[src/core/twc_pkg.sv]
/*
  Package for the three-wire configuration port: frame layout, register
  addresses, reset values, field positions and state encodings.
  Assumes both ends of the link and the bench compile it first.
*/
package twc_pkg;

  // Frame layout
  localparam int unsigned ADDR_W  = 4;
  localparam int unsigned DATA_W  = 12;
  localparam int unsigned FRAME_W = 16;
  localparam logic [4:0]  FRAME_LAST = 5'h0F;  // Index of the 16th bit
  localparam logic [4:0]  FRAME_DONE = 5'h10;  // Counter value after transfer

  // Register addresses
  localparam logic [3:0] ADDR_STATE  = 4'h0;
  localparam logic [3:0] ADDR_GAIN   = 4'h1;
  localparam logic [3:0] ADDR_OFFSET = 4'h2;
  localparam logic [3:0] ADDR_DELAY  = 4'h3;
  localparam logic [3:0] ADDR_TEST   = 4'h5;

  // Reset values
  localparam logic [11:0] RST_STATE  = 12'h7FF;
  localparam logic [11:0] RST_GAIN   = 12'h200;
  localparam logic [11:0] RST_OFFSET = 12'h200;
  localparam logic [11:0] RST_DELAY  = 12'h002;
  localparam logic [11:0] RST_TEST   = 12'h007;

  // State register field positions
  localparam int unsigned BIT_DEMUX  = 0;
  localparam int unsigned BIT_DTRIM  = 1;
  localparam int unsigned BIT_PATN   = 2;
  localparam int unsigned BIT_THIN   = 3;
  localparam int unsigned BIT_EDGE   = 7;
  localparam int unsigned BIT_MARK   = 8;

  // Other fields
  localparam int unsigned TRIM_W      = 10;  // Gain and offset code width
  localparam int unsigned FINE_W      = 10;  // Fine delay field
  localparam int unsigned COARSE_W    = 2;   // Coarse delay field, bits 11:10
  localparam int unsigned COARSE_LSB  = 10;
  localparam int unsigned TEST_TYPE_W = 2;
  localparam int unsigned BIT_HOLD    = 2;   // Hold stage test enable in test reg

  // Test type encodings
  localparam logic [1:0] TT_ALL_LOW  = 2'h0;
  localparam logic [1:0] TT_ALL_HIGH = 2'h1;
  localparam logic [1:0] TT_UNUSED   = 2'h2;
  localparam logic [1:0] TT_ALIGN    = 2'h3;

  // Decimation, pattern and marker figures
  localparam logic [2:0] THIN_LAST    = 3'h7;  // One of every 8
  localparam logic [3:0] ALIGN_PERIOD = 4'hF;  // Pattern period 16
  localparam logic [3:0] MARK_LATENCY = 4'h4;  // Marker pipeline latency

  // Host clock divider: half period in core cycles
  localparam logic [3:0] SCK_HALF = 4'h4;

  typedef enum logic [1:0] {
    TWC_IDLE  = 2'b00,
    TWC_SHIFT = 2'b01,
    TWC_HOLD  = 2'b10
  } twc_rx_state_t;

  typedef enum logic [1:0] {
    TWC_H_IDLE = 2'b00,
    TWC_H_SEND = 2'b01,
    TWC_H_GAP  = 2'b10
  } twc_tx_state_t;

endpackage : twc_pkg

[src/core/twc_link_if.sv]
/*
  Link between the host controller and the configuration port: serial
  clock, load strobe, data, and the port's reset and enable pins.
  Assumes the host drives every wire; the device only listens.
*/
`timescale 1ns/1ps
`default_nettype none

interface twc_link_if;
  logic sck;         // Serial clock
  logic load_low;    // Frame strobe, active low
  logic mosi;        // Serial data, MSB first
  logic rst_port_n;  // Port reset, active low
  logic enable_low;  // Serial interface enable, active low

  modport host (
    output sck,
    output load_low,
    output mosi,
    output rst_port_n,
    output enable_low
  );

  modport device (
    input sck,
    input load_low,
    input mosi,
    input rst_port_n,
    input enable_low
  );
endinterface : twc_link_if

`default_nettype wire

[src/core/twc_config_port.sv]
/*
  Device end: three-wire configuration port, register bank and the small
  digital functions steered by it (demux, decimation, test pattern,
  sync edge and trigger marker).
  Assumes the link pins are asynchronous to clock; they are resynchronised.
*/
`timescale 1ns/1ps
`default_nettype none

// Overview of operation
// - Up to 16 write-only 12-bit registers
// - Frame: 4 address then 12 data, MSB first
// - Strobe and data sampled each serial rising edge
// - Host keeps strobe high when idle
// - Frame starts on first low strobe, held low
// - One high strobe cycle separates frames
// - Early strobe high abandons frame, no change
// - Full frame loads register; extra cycles ignored
// - Always 12 data bits; unused upper discarded
// - Port reset low with strobe low loads defaults
// - Port works only while enable is low; port reset still loads defaults with enable high
// - Defaults 7FF, 200, 200, 002, 7
// - Disabled port: 1:1 demux, half speed
// - D1 low enables delay trim; D0 demux ratio
// - D2 low selects test pattern mode
// - D3 low keeps one sample in eight, one in 16 in 1:2 demux
// - D7 selects sync edge: 0 rise, 1 fall
// - D8 low trigger mode, high sync mode
// - Trigger mode copies sync pulse to markers
// - Pattern generator free running, sync undisturbed
// - Gain code is bits 9 to 0
// - Delay: coarse top 2 bits, fine 10
// - Test type: low, high, unused, alignment
module twc_config_port (
  // Clock and reset
  input  wire logic          clock,
  input  wire logic          rst_n,
  // Serial link
  twc_link_if.device         link,
  // Converter-side controls
  input  wire logic          sync_in,
  output logic               demux_ratio_select,
  output logic               half_speed,
  output logic               delay_trim_enable_low,
  output logic               pattern_mode_enable_low,
  output logic               thin_output_enable_low,
  output logic               clear_edge_polarity,
  output logic               pulse_marker_select,
  output logic               hold_stage_test_enable,
  output logic [9:0]         amplitude_trim,
  output logic [9:0]         level_shift_trim,
  output logic [1:0]         delay_coarse,
  output logic [9:0]         delay_fine,
  output logic [1:0]         test_type,
  // Sample-rate views of the steered functions
  output logic               sample_keep,
  output logic               pattern_bit,
  output logic               sync_event,
  output logic               marker_out_port_a,
  output logic               marker_out_port_b
);

  // Three-stage synchronisers: sck, strobe, data, port reset, enable, sync
  localparam int unsigned NSYN = 6;
  // Idle level of each pin; a sync stage starting high would fake an edge after reset
  localparam logic [NSYN-1:0] SYN_RST = 6'h1F;
  logic [NSYN-1:0] raw;
  logic [NSYN-1:0] s1_q, s2_q, s3_q;
  logic [NSYN-1:0] stable_q;
  assign raw = {sync_in, link.enable_low, link.rst_port_n, link.mosi,
                link.load_low, link.sck};

  // Second and third stage must agree before a change counts
  genvar g;
  generate
    for (g = 0; g < NSYN; g++) begin : g_sync
      always_ff @(posedge clock or negedge rst_n) begin
        if (!rst_n) begin
          s1_q[g]     <= SYN_RST[g];
          s2_q[g]     <= SYN_RST[g];
          s3_q[g]     <= SYN_RST[g];
          stable_q[g] <= SYN_RST[g];
        end else begin
          s1_q[g] <= raw[g];
          s2_q[g] <= s1_q[g];
          s3_q[g] <= s2_q[g];
          if (s2_q[g] == s3_q[g]) begin
            stable_q[g] <= s3_q[g];
          end
        end
      end
    end
  endgenerate

  logic sck_s, load_s, mosi_s, prst_s, en_s, sync_s;
  assign {sync_s, en_s, prst_s, mosi_s, load_s, sck_s} = stable_q;

  // Serial clock edge detect; sld and data sampled on rising edge
  logic sck_prev_q;
  logic sck_rise;
  always_ff @(posedge clock or negedge rst_n) begin
    if (!rst_n) begin
      sck_prev_q <= 1'b1;
    end else begin
      sck_prev_q <= sck_s;
    end
  end
  assign sck_rise = sck_s & ~sck_prev_q;

  // Port active only when enabled; port reset is a synchronised level
  logic port_on;
  logic defaults_load;
  assign port_on       = ~en_s;
  assign defaults_load = ~prst_s & ~load_s;

  // Frame receiver: counts low-strobe cycles, shifts MSB first
  twc_pkg::twc_rx_state_t st_q;
  logic [4:0]  cnt_q;
  logic [15:0] shift_q;
  logic        commit;
  assign commit = port_on && sck_rise && !load_s && st_q == twc_pkg::TWC_SHIFT
                  && cnt_q == twc_pkg::FRAME_LAST;

  always_ff @(posedge clock or negedge rst_n) begin
    if (!rst_n) begin
      st_q    <= twc_pkg::TWC_IDLE;
      cnt_q   <= 5'h00;
      shift_q <= 16'h0000;
    end else if (!port_on || !prst_s) begin
      st_q  <= twc_pkg::TWC_IDLE;
      cnt_q <= 5'h00;
    end else if (sck_rise) begin
      case (st_q)
        twc_pkg::TWC_IDLE: begin
          if (!load_s) begin
            st_q    <= twc_pkg::TWC_SHIFT;
            cnt_q   <= 5'h01;
            shift_q <= {shift_q[14:0], mosi_s};
          end
        end
        twc_pkg::TWC_SHIFT: begin
          if (load_s) begin
            st_q  <= twc_pkg::TWC_IDLE;
            cnt_q <= 5'h00;
          end else begin
            shift_q <= {shift_q[14:0], mosi_s};
            cnt_q   <= cnt_q + 5'h01;
            if (cnt_q == twc_pkg::FRAME_LAST) begin
              st_q <= twc_pkg::TWC_HOLD;
            end
          end
        end
        twc_pkg::TWC_HOLD: begin
          // Extra low cycles ignored; one high cycle re-arms
          if (load_s) begin
            st_q  <= twc_pkg::TWC_IDLE;
            cnt_q <= 5'h00;
          end
        end
        default: begin
          st_q <= twc_pkg::TWC_IDLE;
        end
      endcase
    end
  end

  // Completed frame: address in top four bits, data in low twelve
  logic [3:0]  wr_addr;
  logic [11:0] wr_data;
  assign wr_addr = shift_q[14:11];
  assign wr_data = {shift_q[10:0], mosi_s};

  // Register bank; reserved addresses fall through untouched
  logic [11:0] state_control_q, gain_trim_code_q, offset_trim_code_q;
  logic [11:0] sample_delay_trim_code_q, test_pattern_control_q;
  always_ff @(posedge clock or negedge rst_n) begin
    if (!rst_n) begin
      state_control_q          <= twc_pkg::RST_STATE;
      gain_trim_code_q         <= twc_pkg::RST_GAIN;
      offset_trim_code_q       <= twc_pkg::RST_OFFSET;
      sample_delay_trim_code_q <= twc_pkg::RST_DELAY;
      test_pattern_control_q   <= twc_pkg::RST_TEST;
    end else if (defaults_load) begin
      state_control_q          <= twc_pkg::RST_STATE;
      gain_trim_code_q         <= twc_pkg::RST_GAIN;
      offset_trim_code_q       <= twc_pkg::RST_OFFSET;
      sample_delay_trim_code_q <= twc_pkg::RST_DELAY;
      test_pattern_control_q   <= twc_pkg::RST_TEST;
    end else if (commit) begin
      if (wr_addr == twc_pkg::ADDR_STATE) begin
        state_control_q <= wr_data;
      end else if (wr_addr == twc_pkg::ADDR_GAIN) begin
        gain_trim_code_q <= wr_data;
      end else if (wr_addr == twc_pkg::ADDR_OFFSET) begin
        offset_trim_code_q <= wr_data;
      end else if (wr_addr == twc_pkg::ADDR_DELAY) begin
        sample_delay_trim_code_q <= wr_data;
      end else if (wr_addr == twc_pkg::ADDR_TEST) begin
        test_pattern_control_q <= wr_data;
      end  // Other addresses change nothing
    end
  end

  // Decoded controls; disabled port forces 1:1 at half speed
  always_comb begin
    demux_ratio_select      = port_on & state_control_q[twc_pkg::BIT_DEMUX];
    half_speed              = ~port_on;
    delay_trim_enable_low   = state_control_q[twc_pkg::BIT_DTRIM];
    pattern_mode_enable_low = state_control_q[twc_pkg::BIT_PATN];
    thin_output_enable_low  = state_control_q[twc_pkg::BIT_THIN];
    clear_edge_polarity     = state_control_q[twc_pkg::BIT_EDGE];
    pulse_marker_select     = state_control_q[twc_pkg::BIT_MARK];
    // Upper bits of narrow fields discarded
    amplitude_trim   = gain_trim_code_q[twc_pkg::TRIM_W-1:0];
    level_shift_trim = offset_trim_code_q[twc_pkg::TRIM_W-1:0];
    delay_coarse     = sample_delay_trim_code_q[11:twc_pkg::COARSE_LSB];
    delay_fine       = sample_delay_trim_code_q[twc_pkg::FINE_W-1:0];
    test_type        = test_pattern_control_q[twc_pkg::TEST_TYPE_W-1:0];
    hold_stage_test_enable = test_pattern_control_q[twc_pkg::BIT_HOLD];
  end

  // Free-running decimation and pattern phase; mode changes never reset it
  logic [3:0] phase_q;
  always_ff @(posedge clock or negedge rst_n) begin
    if (!rst_n) begin
      phase_q <= 4'h0;
    end else begin
      phase_q <= phase_q + 4'h1;
    end
  end

  // One in 8 kept; in 1:2 demux one in 16
  always_comb begin
    if (thin_output_enable_low) begin
      sample_keep = 1'b1;
    end else if (demux_ratio_select) begin
      sample_keep = (phase_q == twc_pkg::ALIGN_PERIOD);
    end else begin
      sample_keep = (phase_q[2:0] == twc_pkg::THIN_LAST);
    end
  end

  // Test output bit: constant levels or a period-16 alignment pattern
  logic align_bit;
  assign align_bit = (phase_q >= 4'h4) & (phase_q[0] | phase_q[3]);
  always_ff @(posedge clock or negedge rst_n) begin
    if (!rst_n) begin
      pattern_bit <= 1'b0;
    end else if (pattern_mode_enable_low) begin
      pattern_bit <= 1'b0;
    end else begin
      case (test_type)
        twc_pkg::TT_ALL_LOW:  pattern_bit <= 1'b0;
        twc_pkg::TT_ALL_HIGH: pattern_bit <= 1'b1;
        twc_pkg::TT_ALIGN:    pattern_bit <= align_bit;
        default:              pattern_bit <= 1'b0;
      endcase
    end
  end

  // Sync edge detect on the selected polarity
  logic sync_prev_q;
  logic sync_edge;
  always_ff @(posedge clock or negedge rst_n) begin
    if (!rst_n) begin
      sync_prev_q <= 1'b0;
    end else begin
      sync_prev_q <= sync_s;
    end
  end
  assign sync_edge = clear_edge_polarity ? (sync_prev_q & ~sync_s)
                                         : (~sync_prev_q & sync_s);

  // Sync mode resynchronises; trigger mode inhibits and marks instead
  always_ff @(posedge clock or negedge rst_n) begin
    if (!rst_n) begin
      sync_event <= 1'b0;
    end else begin
      sync_event <= sync_edge & pulse_marker_select;
    end
  end

  // Marker pipeline: trigger pulse appears on both ports after latency
  logic [twc_pkg::MARK_LATENCY-1:0] mark_pipe_q;
  always_ff @(posedge clock or negedge rst_n) begin
    if (!rst_n) begin
      mark_pipe_q       <= '0;
      marker_out_port_a <= 1'b0;
      marker_out_port_b <= 1'b0;
    end else begin
      mark_pipe_q <= {mark_pipe_q[twc_pkg::MARK_LATENCY-2:0],
                      sync_s & ~pulse_marker_select};
      marker_out_port_a <= mark_pipe_q[twc_pkg::MARK_LATENCY-1];
      marker_out_port_b <= mark_pipe_q[twc_pkg::MARK_LATENCY-1];
    end
  end

endmodule : twc_config_port

`default_nettype wire

[src/flat_wrapper.sv]
// flat-port wrapper written by rule: the top's interface ports become plain ports
module twc_config_port_flat 
  (clock, rst_n, sync_in, demux_ratio_select, half_speed, delay_trim_enable_low, pattern_mode_enable_low, thin_output_enable_low, clear_edge_polarity, pulse_marker_select, hold_stage_test_enable, amplitude_trim, level_shift_trim, delay_coarse, delay_fine, test_type, sample_keep, pattern_bit, sync_event, marker_out_port_a, marker_out_port_b, link_sck, link_load_low, link_mosi, link_rst_port_n, link_enable_low);
  twc_link_if link_i ();
  input  wire logic clock;
  input  wire logic rst_n;
  input  wire logic sync_in;
  output logic demux_ratio_select;
  output logic half_speed;
  output logic delay_trim_enable_low;
  output logic pattern_mode_enable_low;
  output logic thin_output_enable_low;
  output logic clear_edge_polarity;
  output logic pulse_marker_select;
  output logic hold_stage_test_enable;
  output logic [9:0] amplitude_trim;
  output logic [9:0] level_shift_trim;
  output logic [1:0] delay_coarse;
  output logic [9:0] delay_fine;
  output logic [1:0] test_type;
  output logic sample_keep;
  output logic pattern_bit;
  output logic sync_event;
  output logic marker_out_port_a;
  output logic marker_out_port_b;
  input wire logic [$bits(link_i.sck)-1:0] link_sck;
  input wire logic [$bits(link_i.load_low)-1:0] link_load_low;
  input wire logic [$bits(link_i.mosi)-1:0] link_mosi;
  input wire logic [$bits(link_i.rst_port_n)-1:0] link_rst_port_n;
  input wire logic [$bits(link_i.enable_low)-1:0] link_enable_low;
  assign link_i.sck = link_sck;
  assign link_i.load_low = link_load_low;
  assign link_i.mosi = link_mosi;
  assign link_i.rst_port_n = link_rst_port_n;
  assign link_i.enable_low = link_enable_low;
  twc_config_port u_core (.clock(clock), .rst_n(rst_n), .link(link_i), .sync_in(sync_in), .demux_ratio_select(demux_ratio_select), .half_speed(half_speed), .delay_trim_enable_low(delay_trim_enable_low), .pattern_mode_enable_low(pattern_mode_enable_low), .thin_output_enable_low(thin_output_enable_low), .clear_edge_polarity(clear_edge_polarity), .pulse_marker_select(pulse_marker_select), .hold_stage_test_enable(hold_stage_test_enable), .amplitude_trim(amplitude_trim), .level_shift_trim(level_shift_trim), .delay_coarse(delay_coarse), .delay_fine(delay_fine), .test_type(test_type), .sample_keep(sample_keep), .pattern_bit(pattern_bit), .sync_event(sync_event), .marker_out_port_a(marker_out_port_a), .marker_out_port_b(marker_out_port_b));
endmodule
[config.mk]
export PLATFORM = sky130hd
export DESIGN_NAME = twc_config_port_flat
export DESIGN_NICKNAME = d
export VERILOG_FILES = /design/src/core/twc_pkg.sv /design/src/core/twc_link_if.sv /design/src/core/twc_config_port.sv /design/src/flat_wrapper.sv
export SDC_FILE = /design/constraint.sdc
export NUM_CORES = 1
export LEC_CHECK = 0
export BUFFER_PORTS_ARGS = -buffer_cell sky130_fd_sc_hd__buf_2
export CORE_AREA = 5 5 99 101
export CTS_BUF_LIST = sky130_fd_sc_hd__clkbuf_4 sky130_fd_sc_hd__clkbuf_8 sky130_fd_sc_hd__clkbuf_16
export DETAILED_ROUTE_END_ITERATION = 10
export DIE_AREA = 0 0 104 106
export PLACE_DENSITY = 0.65
export SYNTH_ARGS = -nofsm -noshare
export SYNTH_HDL_FRONTEND = slang
export SYNTH_SLANG_ARGS = --single-unit
export TNS_END_PERCENT = 20
[constraint.sdc]
create_clock -name clock -period 6.4 [get_ports clock]
set_clock_uncertainty 0.1 [all_clocks]
set_input_delay 0.32 -clock clock [delete_from_list [all_inputs] [get_ports clock]]
set_output_delay 0.32 -clock clock [all_outputs]
set_load 0.01 [all_outputs]
==> results.toml, run 1 <==
[route]
ant_nets = 0
dr.pass1.iters = 4
via_count = 2432
wl_per_cell_um = 15.3
drtIter0Drc = 90
routed_via_density = 5.07
drcViolationCount = 0
wl_um = 7360

[power_and_ir_drop]
power.switching_w = 0.000298
seq_power_share_pct = 58.7
p_int_w = 0.000886
netSwitchingFraction_pct = 25.2
ir_worst_vdd_mv = 0.133
combinationalPowerShare_pct = 7.2
p_clk_share_pct = 34.1
leakagePower_nw = 2.30
power_density_mw_per_mm2 = 260

[floorplan]
dieArea_mm2 = 0.0110
die_h_um = 106
num_rows = 35
coreArea_mm2 = 0.00893
start_util_pct = 44.1
io_pins = 55
die_x_um = 104

[place]
dpl_cell_area_mm2 = 0.00428
post-place-ws_ns = 3.69
routabilityCongestion = 0.762
portBuffers = 54
dpl.hpwl_um = 5020

[worst_setup_path]
crit_path_end_kind = "flip-flop"
reg2reg_depth = 7
start_kind = "flip-flop"
crit_fanout = 12
worstSetupPathType = "reg2reg"
cp.required_ns = 6.54
cp_data_arrival_time_ns = 2.84

[clock_tree]
clk_pin_slew_ns = 0.09
hold_buffers = 7
cts_buffers = 9
clkSinkCount = 100
cts_tree = "built"
cts_resized = 0
cts_max_path_buffers = 2
clk_latency_ns = 0.36
post_cts_buffers = 0
h-tree-depth = 3
root_buffer = "clkbuf_8"

[finish]
final_cell_mix = "dfrtp_1 (67), buf_2 (53), dfstp_2 (33)"
final_cell_area_mm2 = 0.00455
fin_util_pct = 51.0
final_common_cell = "dfrtp_1"
nets = 379
area_growth_pct = 15.6
drive_gt1_share_pct = 34.1
antenna_cells = 0

[synthesis]
ys_async_sr_fraction_pct = 100
synth-seq-area-share_pct = 64.6
synthCells = 305
synth-seq-cells = 100
synth-main-ff-cell = "dfrtp_1"
syn-num-nets = 320
syn_area_per_cell_um2 = 12.9
synth_warnings = 0
synth.distinct_cells = 41
syn_area_mm2 = 0.00394
synth-edff-count = 0

[global_route]
overflow = 0
grt_pass1_vias = 2522
grtUsageTotal_pct = 14.3
grt_pass1_wl_um = 12600
grt_max_degree = 54
antenna_found_initial = 0

[sta]
slew_headroom_pct = 37.1
fmax_ghz = 0.371
period_needed_ns = 2.70
setup_ws_ns = 3.70
grt_setup_unrepaired = "no"
final_max_slew_viol_count = 0
finalCritPeriodShare_pct = 42.1
finalHoldViolCount = 0
setup_tns_ns = 0
tightestPinTransition_ns = 0.939
setup_viol = 0

[hold_path]
hp-class = "reg2reg"
min_path_cells = 0

[job]
maxCapViolCount = 0

[status]
status = "finished, final reports clean"
critical path, cell delays in order (launching register included):
cell and delay (ns):
dfrtp_1 0.39, ha_1 0.20, and3_1 0.17, ha_1 0.19, nor4b_1 0.34, nand4_1 0.74
mux2i_1 0.39, nor2_1 0.07
flip-flops by register name, summed over array words and instances, names as in the netlist, 5 cells and up:
name / flops
u_core.shift_q: 15
u_core.sample_delay_trim_code_q: 12
u_core.gain_trim_code_q: 10
u_core.offset_trim_code_q: 10
u_core.s1_q: 6
u_core.s2_q: 6
u_core.s3_q: 6
u_core.state_control_q: 6
u_core.cnt_q: 5
layer usage:
layer  GRT usage [%]  part of all wire [%]  vias to the layer above
met5               0                     0                        -
met2            22.0                    46                       48
met1            19.2                    48                     1199
met4            5.55                   1.8                        0
li1                -                     -                     1174
met3            3.89                   4.6                       11
stage by stage:
step,std cells,hold WS [ns],total power [W]
floorplan,305,-0.0756,0.000752
global placement,457,0.235,0.000789
finish,480,0.253,0.00118
detailed placement,457,0.238,0.000791
CTS,480,0.256,0.00121
global route,480,0.259,0.00124
synthesized netlist by cell type, types with 2 or more instances:
cell      count  area, µm²
mux2_2       15        169
a21oi_1       8       40.0
clkbuf_1      6       22.5
or2_2         2       12.5
maj3_1        6       60.1
o31ai_1       2       15.0
nand4_1       2       12.5
nand4b_1      2       17.5
nand2_1      18       67.6
ha_1          7       87.6
and4b_1       2       20.0
o21ai_0      16       80.1
o41ai_1       2       17.5
nor3b_1       4       30.0
nand3_1      13       65.1
nor2_1       32        120
nor3_1        7       35.0
dfrtp_1      67       1680
mux2i_1      26        260
buf_6         2       22.5
nor2b_1       4       25.0
buf_4         3       22.5
dfstp_2      33        867
inv_1         6       22.5
buf_2         4       20.0
logic make-up (layout without fill, tap and decap cells):
logic type      count (synthesis)  in the layout  share of synthesized area [%]
simple gates                   96             96                           12.8
compound gates                 33             33                           4.99
flops                         100            100                           64.6
xor+xnor                        1              1                          0.222
buf+inv                        21             85                           2.79
fa+ha+maj                      13             13                           3.75
mux                            41             41                           10.9
worst paths after layout:
kind	startpoint	to	slack, ns
setup reg to reg	u_core.cnt_q[0]	u_core.sample_delay_trim_code_q[3]	3.70
max in group asynchronous	rst_n	u_core.st_q[0]	4.76
min in group asynchronous	rst_n	u_core.phase_q[0]	0.39
hold / removal	u_core.mark_pipe_q[0]	u_core.mark_pipe_q[1]	0.25
setup / recovery	u_core.cnt_q[0]	u_core.sample_delay_trim_code_q[3]	3.70
hold reg to reg	u_core.mark_pipe_q[0]	u_core.mark_pipe_q[1]	0.25
area by class of cell:
class / instances / area, µm²
Inverter: 6 / 22.5
Timing Repair Buffer: 63 / 358
Multi-Input combinational cell: 184 / 1290
Sequential cell: 100 / 2540
Clock buffer: 10 / 131
Clock inverter: 6 / 70.1
Fill cell: 822 / 4380
Tap cell: 111 / 139
power by group through the flow:
stage          Sequential, W  Combinational, W  Clock [W]
3_3_place_gp        0.000707         0.0000822          0
4_1_cts             0.000696         0.0000872   0.000423
2_1_floorplan       0.000691         0.0000603          0
6_report            0.000695         0.0000854   0.000404
5_1_grt             0.000700         0.0000964   0.000447
3_5_place_dp        0.000707         0.0000837          0
(Power assumes the default switching activity.)
==> run 2: changes to the inputs <==
- PLACE_DENSITY: 0.65 -> 0.68
- clock period: 6.4 -> 2.2 ns (I/O delays scaled with it)
==> results.toml, run 2 (synthesis results as in run 1) <==
[place]
routabilityCongestion = 0.801
dpl_cell_area_mm2 = 0.00434
portBuffers = 54
dpl.hpwl_um = 5090

[floorplan]
dieArea_mm2 = 0.0110
coreArea_mm2 = 0.00893
io_pins = 55
num_rows = 35
die_h_um = 106
die_x_um = 104
start_util_pct = 44.1

[clock_tree]
h-tree-depth = 3
cts_tree = "built"
clk_latency_ns = 0.36
cts_max_path_buffers = 2
clkSinkCount = 100
cts_buffers = 9
post_cts_buffers = 0
clk_pin_slew_ns = 0.09
root_buffer = "clkbuf_8"

[sta]
fmax_ghz = 0.481
setup_viol = 0
finalHoldViolCount = 0
final_max_slew_viol_count = 0
slew_headroom_pct = 67.8
tightestPinTransition_ns = 0.483
setup_tns_ns = 0
finalCritPeriodShare_pct = 94.6
period_needed_ns = 2.08
whs_ns = 0.154

[finish]
final_common_cell = "dfrtp_1"
regMostFlops = "u_core.shift_q"
nets = 384
antenna_cells = 0
largest_reg_flops = 15
area_growth_pct = 17.8
drive_gt1_share_pct = 35.6
final_cell_area_mm2 = 0.00464
final_cell_mix = "dfrtp_1 (67), buf_2 (53), dfstp_2 (33)"
top_regs = "u_core.shift_q: 15 flops, u_core.sample_delay_trim_code_q: 12 flops"

[power_and_ir_drop]
power_density_mw_per_mm2 = 752
power_w = 0.00349
leakagePower_nw = 2.34
ir_worst_vdd_mv = 0.507

[job]
maxCapViolCount = 0

[route]
wl_um = 7410
wl_per_cell_um = 15.3
routed_via_density = 5.11
via_count = 2476
ant_nets = 0
drcViolationCount = 0
dr.pass1.iters = 4
drtIter0Drc = 123

[worst_setup_path]
cp_data_arrival_time_ns = 2.23
max_stage_delay_ns = 0.42
path_buf_inv = 1
crit_path_frequent_cell = "ha_1"
worstSetupPathType = "reg2reg"
cpMaxStageDelayCell = "dfrtp_1"
cp.required_ns = 2.34
crit_fanout = 12
crit_path_end_kind = "flip-flop"
critPathTopFamily = "simple AND/OR/NAND/NOR gates"
start_kind = "flip-flop"
path_cells = "ha_1 -> and3_1 -> ha_1 -> nor4b_4 -> nand4_1 -> buf_4 -> mux2i_1 -> nor2_1"

[global_route]
overflow = 0
grtUsageTotal_pct = 14.6
grt_max_degree = 43
grt_pass1_vias = 2599
antenna_found_initial = 0
grt_pass1_wl_um = 12900

[status]
status = "finished, final reports clean"

[hold_path]
hp-class = "in2async"
==> run 2: power by group <==
| group | switching [W] | internal [W] | leakage, nW |
|---|---|---|---|
| sequential | 0.0000930 | 0.00193 | 1.26 |
| clock | 0.000597 | 0.000616 | 0.111 |
| combinational | 0.000152 | 0.000107 | 0.964 |
| total | 0.000842 | 0.00265 | 2.34 |
==> run 2: metrics by stage <==
step                      setup WS, ns  util, %  instances
after detailed placement        0.0402     48.6        462
final                            0.119     51.9        485
after CTS                     0.000432     51.8        485
after global placement           0.170     48.6        462
after floorplan                  0.206        -        305
after global routing         -0.000202     51.9        485
==> run 2: worst paths after layout <==
check,from,end,slack [ns],cells after the start
setup / recovery,u_core.cnt_q[0],u_core.sample_delay_trim_code_q[3],0.12,8
hold / removal,rst_n,u_core.sample_delay_trim_code_q[0],0.15,2
setup reg to reg,u_core.cnt_q[0],u_core.sample_delay_trim_code_q[3],0.12,8
hold reg to reg,u_core.mark_pipe_q[0],u_core.mark_pipe_q[1],0.24,0
max in group asynchronous,rst_n,u_core.test_pattern_control_q[1],1.13,3
min in group clock,u_core.mark_pipe_q[0],u_core.mark_pipe_q[1],0.24,0
==> run 2: what timing repair did <==
item,CTS,global route
hold endpoints to repair,42,0
gates resized for setup,0,3
setup endpoints to repair,0,28
hold buffers,7,0
==> run 2: area by class of cell <==
cell class,instances,area (µm²)
clock buffers,13,166
well taps,111,139
repair buffers,68,420
clock inverters,3,42.5
multi-input cells,184,1310
fillers,804,4290
flip-flops and latches,100,2540
inverters,6,22.5
==> run 2: metal layers <==
metal  share of wire (%)  wire length (µm)  up-vias  track usage [%]
li1                    -                 -     1182                -
met1                  46              3380     1239             19.1
met2                  47              3520       43             22.7
met3                 4.6               344       12             4.55
met4                 2.3               169        0             5.92
met5                   0                 0        -                0
==> run 3: changes to the inputs <==
- PLACE_DENSITY: 0.68 -> 0.72
- clock period: 2.2 -> 2.65 ns (I/O delays scaled with it)
==> results.toml, run 3 (synthesis results as in run 1) <==
[status]
status = "finished, final reports clean"

[route]
via_count = 2488
dr.pass1.iters = 4
ant_nets = 0
wl_per_cell_um = 15.3
drtIter0Drc = 90
drcViolationCount = 0
routed_via_density = 5.15
wl_um = 7390

[finish]
regMostFlops = "u_core.shift_q"
drive_gt1_share_pct = 34.7
final_common_cell = "dfrtp_1"
antenna_cells = 0
largest_reg_flops = 15
nets = 382
top_regs = "u_core.shift_q: 15 flops, u_core.sample_delay_trim_code_q: 12 flops"
final_cell_mix = "dfrtp_1 (67), buf_2 (53), dfstp_2 (33)"
area_growth_pct = 15.8

[floorplan]
dieArea_mm2 = 0.0110
start_util_pct = 44.1
num_rows = 35
coreArea_mm2 = 0.00893
io_pins = 55
die_x_um = 104
die_h_um = 106

[worst_setup_path]
cp_data_arrival_time_ns = 2.42
r2r_slack_ns = 0.34
cp-endpoint = "u_core.gain_trim_code_q[1]"
crit_fanout = 20
path_buf_inv = 0
path_cells = "ha_1 -> and3_1 -> ha_1 -> nor3b_1 -> and4b_1 -> o21ai_0"
crit_path_end_kind = "flip-flop"
r2r_start = "u_core.cnt_q[0]"
max_stage_delay_ns = 0.63
critPathTopFamily = "simple AND/OR/NAND/NOR gates"
cpMaxStageDelayCell = "and4b_1"
crit_cells = 6
crit_path_frequent_cell = "ha_1"
cp.required_ns = 2.75
start_kind = "flip-flop"
worstSetupPathType = "reg2reg"
worstSetupStartpoint = "u_core.cnt_q[0]"
r2r_end = "u_core.gain_trim_code_q[1]"
reg2reg_depth = 6

[power_and_ir_drop]
power_w = 0.00276
leakagePower_nw = 2.31
power_density_mw_per_mm2 = 605
ir_worst_vdd_mv = 0.240

[clock_tree]
hold_buffers = 7
cts_tree = "built"
clk_pin_slew_ns = 0.09
h-tree-depth = 3
clkSinkCount = 100
post_cts_buffers = 0
cts_max_path_buffers = 2
root_buffer = "clkbuf_8"
cts_resized = 0
cts_buffers = 9
clk_latency_ns = 0.35

[sta]
finalHoldViolCount = 0
fmax_ghz = 0.432
tightestPinTransition_ns = 0.587
final_max_slew_viol_count = 0
period_needed_ns = 2.31
setup_viol = 0
setup_tns_ns = 0
grt_setup_unrepaired = "no"
slew_headroom_pct = 60.9
whs_ns = 0.206
finalCritPeriodShare_pct = 87.3

[hold_path]
hp-class = "in2async"

[global_route]
grt_max_degree = 60
grt_pass1_wl_um = 12700
overflow = 0
antenna_found_initial = 0
grtUsageTotal_pct = 14.2
grt_pass1_vias = 2562

[job]
maxCapViolCount = 0

[place]
dpl.hpwl_um = 5100
portBuffers = 54
routabilityCongestion = 0.772
-- run 3: how the worst min path moves through the flow --
stage,start,to
6_report,rst_n,u_core.st_q[0]
3_5_place_dp,rst_n,u_core.s1_q[5]
2_1_floorplan,rst_n,u_core.cnt_q[0]
3_3_place_gp,rst_n,u_core.s1_q[5]
5_1_grt,rst_n,u_core.st_q[0]
4_1_cts,rst_n,u_core.s1_q[5]
-- run 3: worst register-to-register path, cell delays in order (launching register included) --
cell	delay, ns
dfrtp_1	0.40
ha_1	0.21
and3_1	0.17
ha_1	0.18
nor3b_1	0.30
and4b_1	0.63
o21ai_0	0.20
-- run 3: metal layers --
metal  global-route usage, %  part of all wire (%)  vias up  wire [µm]
met4                    6.85                   1.9        0        140
met2                    22.5                    48       47       3520
li1                        -                     -     1184          -
met5                       0                     0        -          0
met1                    18.9                    47     1245       3440
met3                    2.61                   4.0       12        292
-- run 3: layout make-up --
type,count,area [µm²]
Inverter,6,22.5
Tap cell,111,139
Fill cell,825,4370
Sequential cell,100,2540
Clock inverter,4,23.8
Multi-Input combinational cell,184,1290
Clock buffer,12,153
Timing Repair Buffer,66,393
-- run 3: stage by stage --
| step | cell area, µm² | std cells | setup slack [ns] | util, % |
|---|---|---|---|---|
| 6_report | 4560 | 483 | 0.336 | 51.1 |
| 5_1_grt | 4560 | 483 | 0.104 | 51.1 |
| 4_1_cts | 4560 | 483 | 0.330 | 51.1 |
| 3_5_place_dp | 4320 | 460 | 0.336 | 48.3 |
| 3_3_place_gp | 4320 | 460 | 0.458 | 48.3 |
| 2_1_floorplan | 3940 | 305 | 0.656 | - |
-- run 3: report_power, final --
group | internal [W] | switching (W)
registers | 0.00160 | 0.0000784
logic | 0.0000878 | 0.000126
clock network | 0.000386 | 0.000485
total | 0.00207 | 0.000689
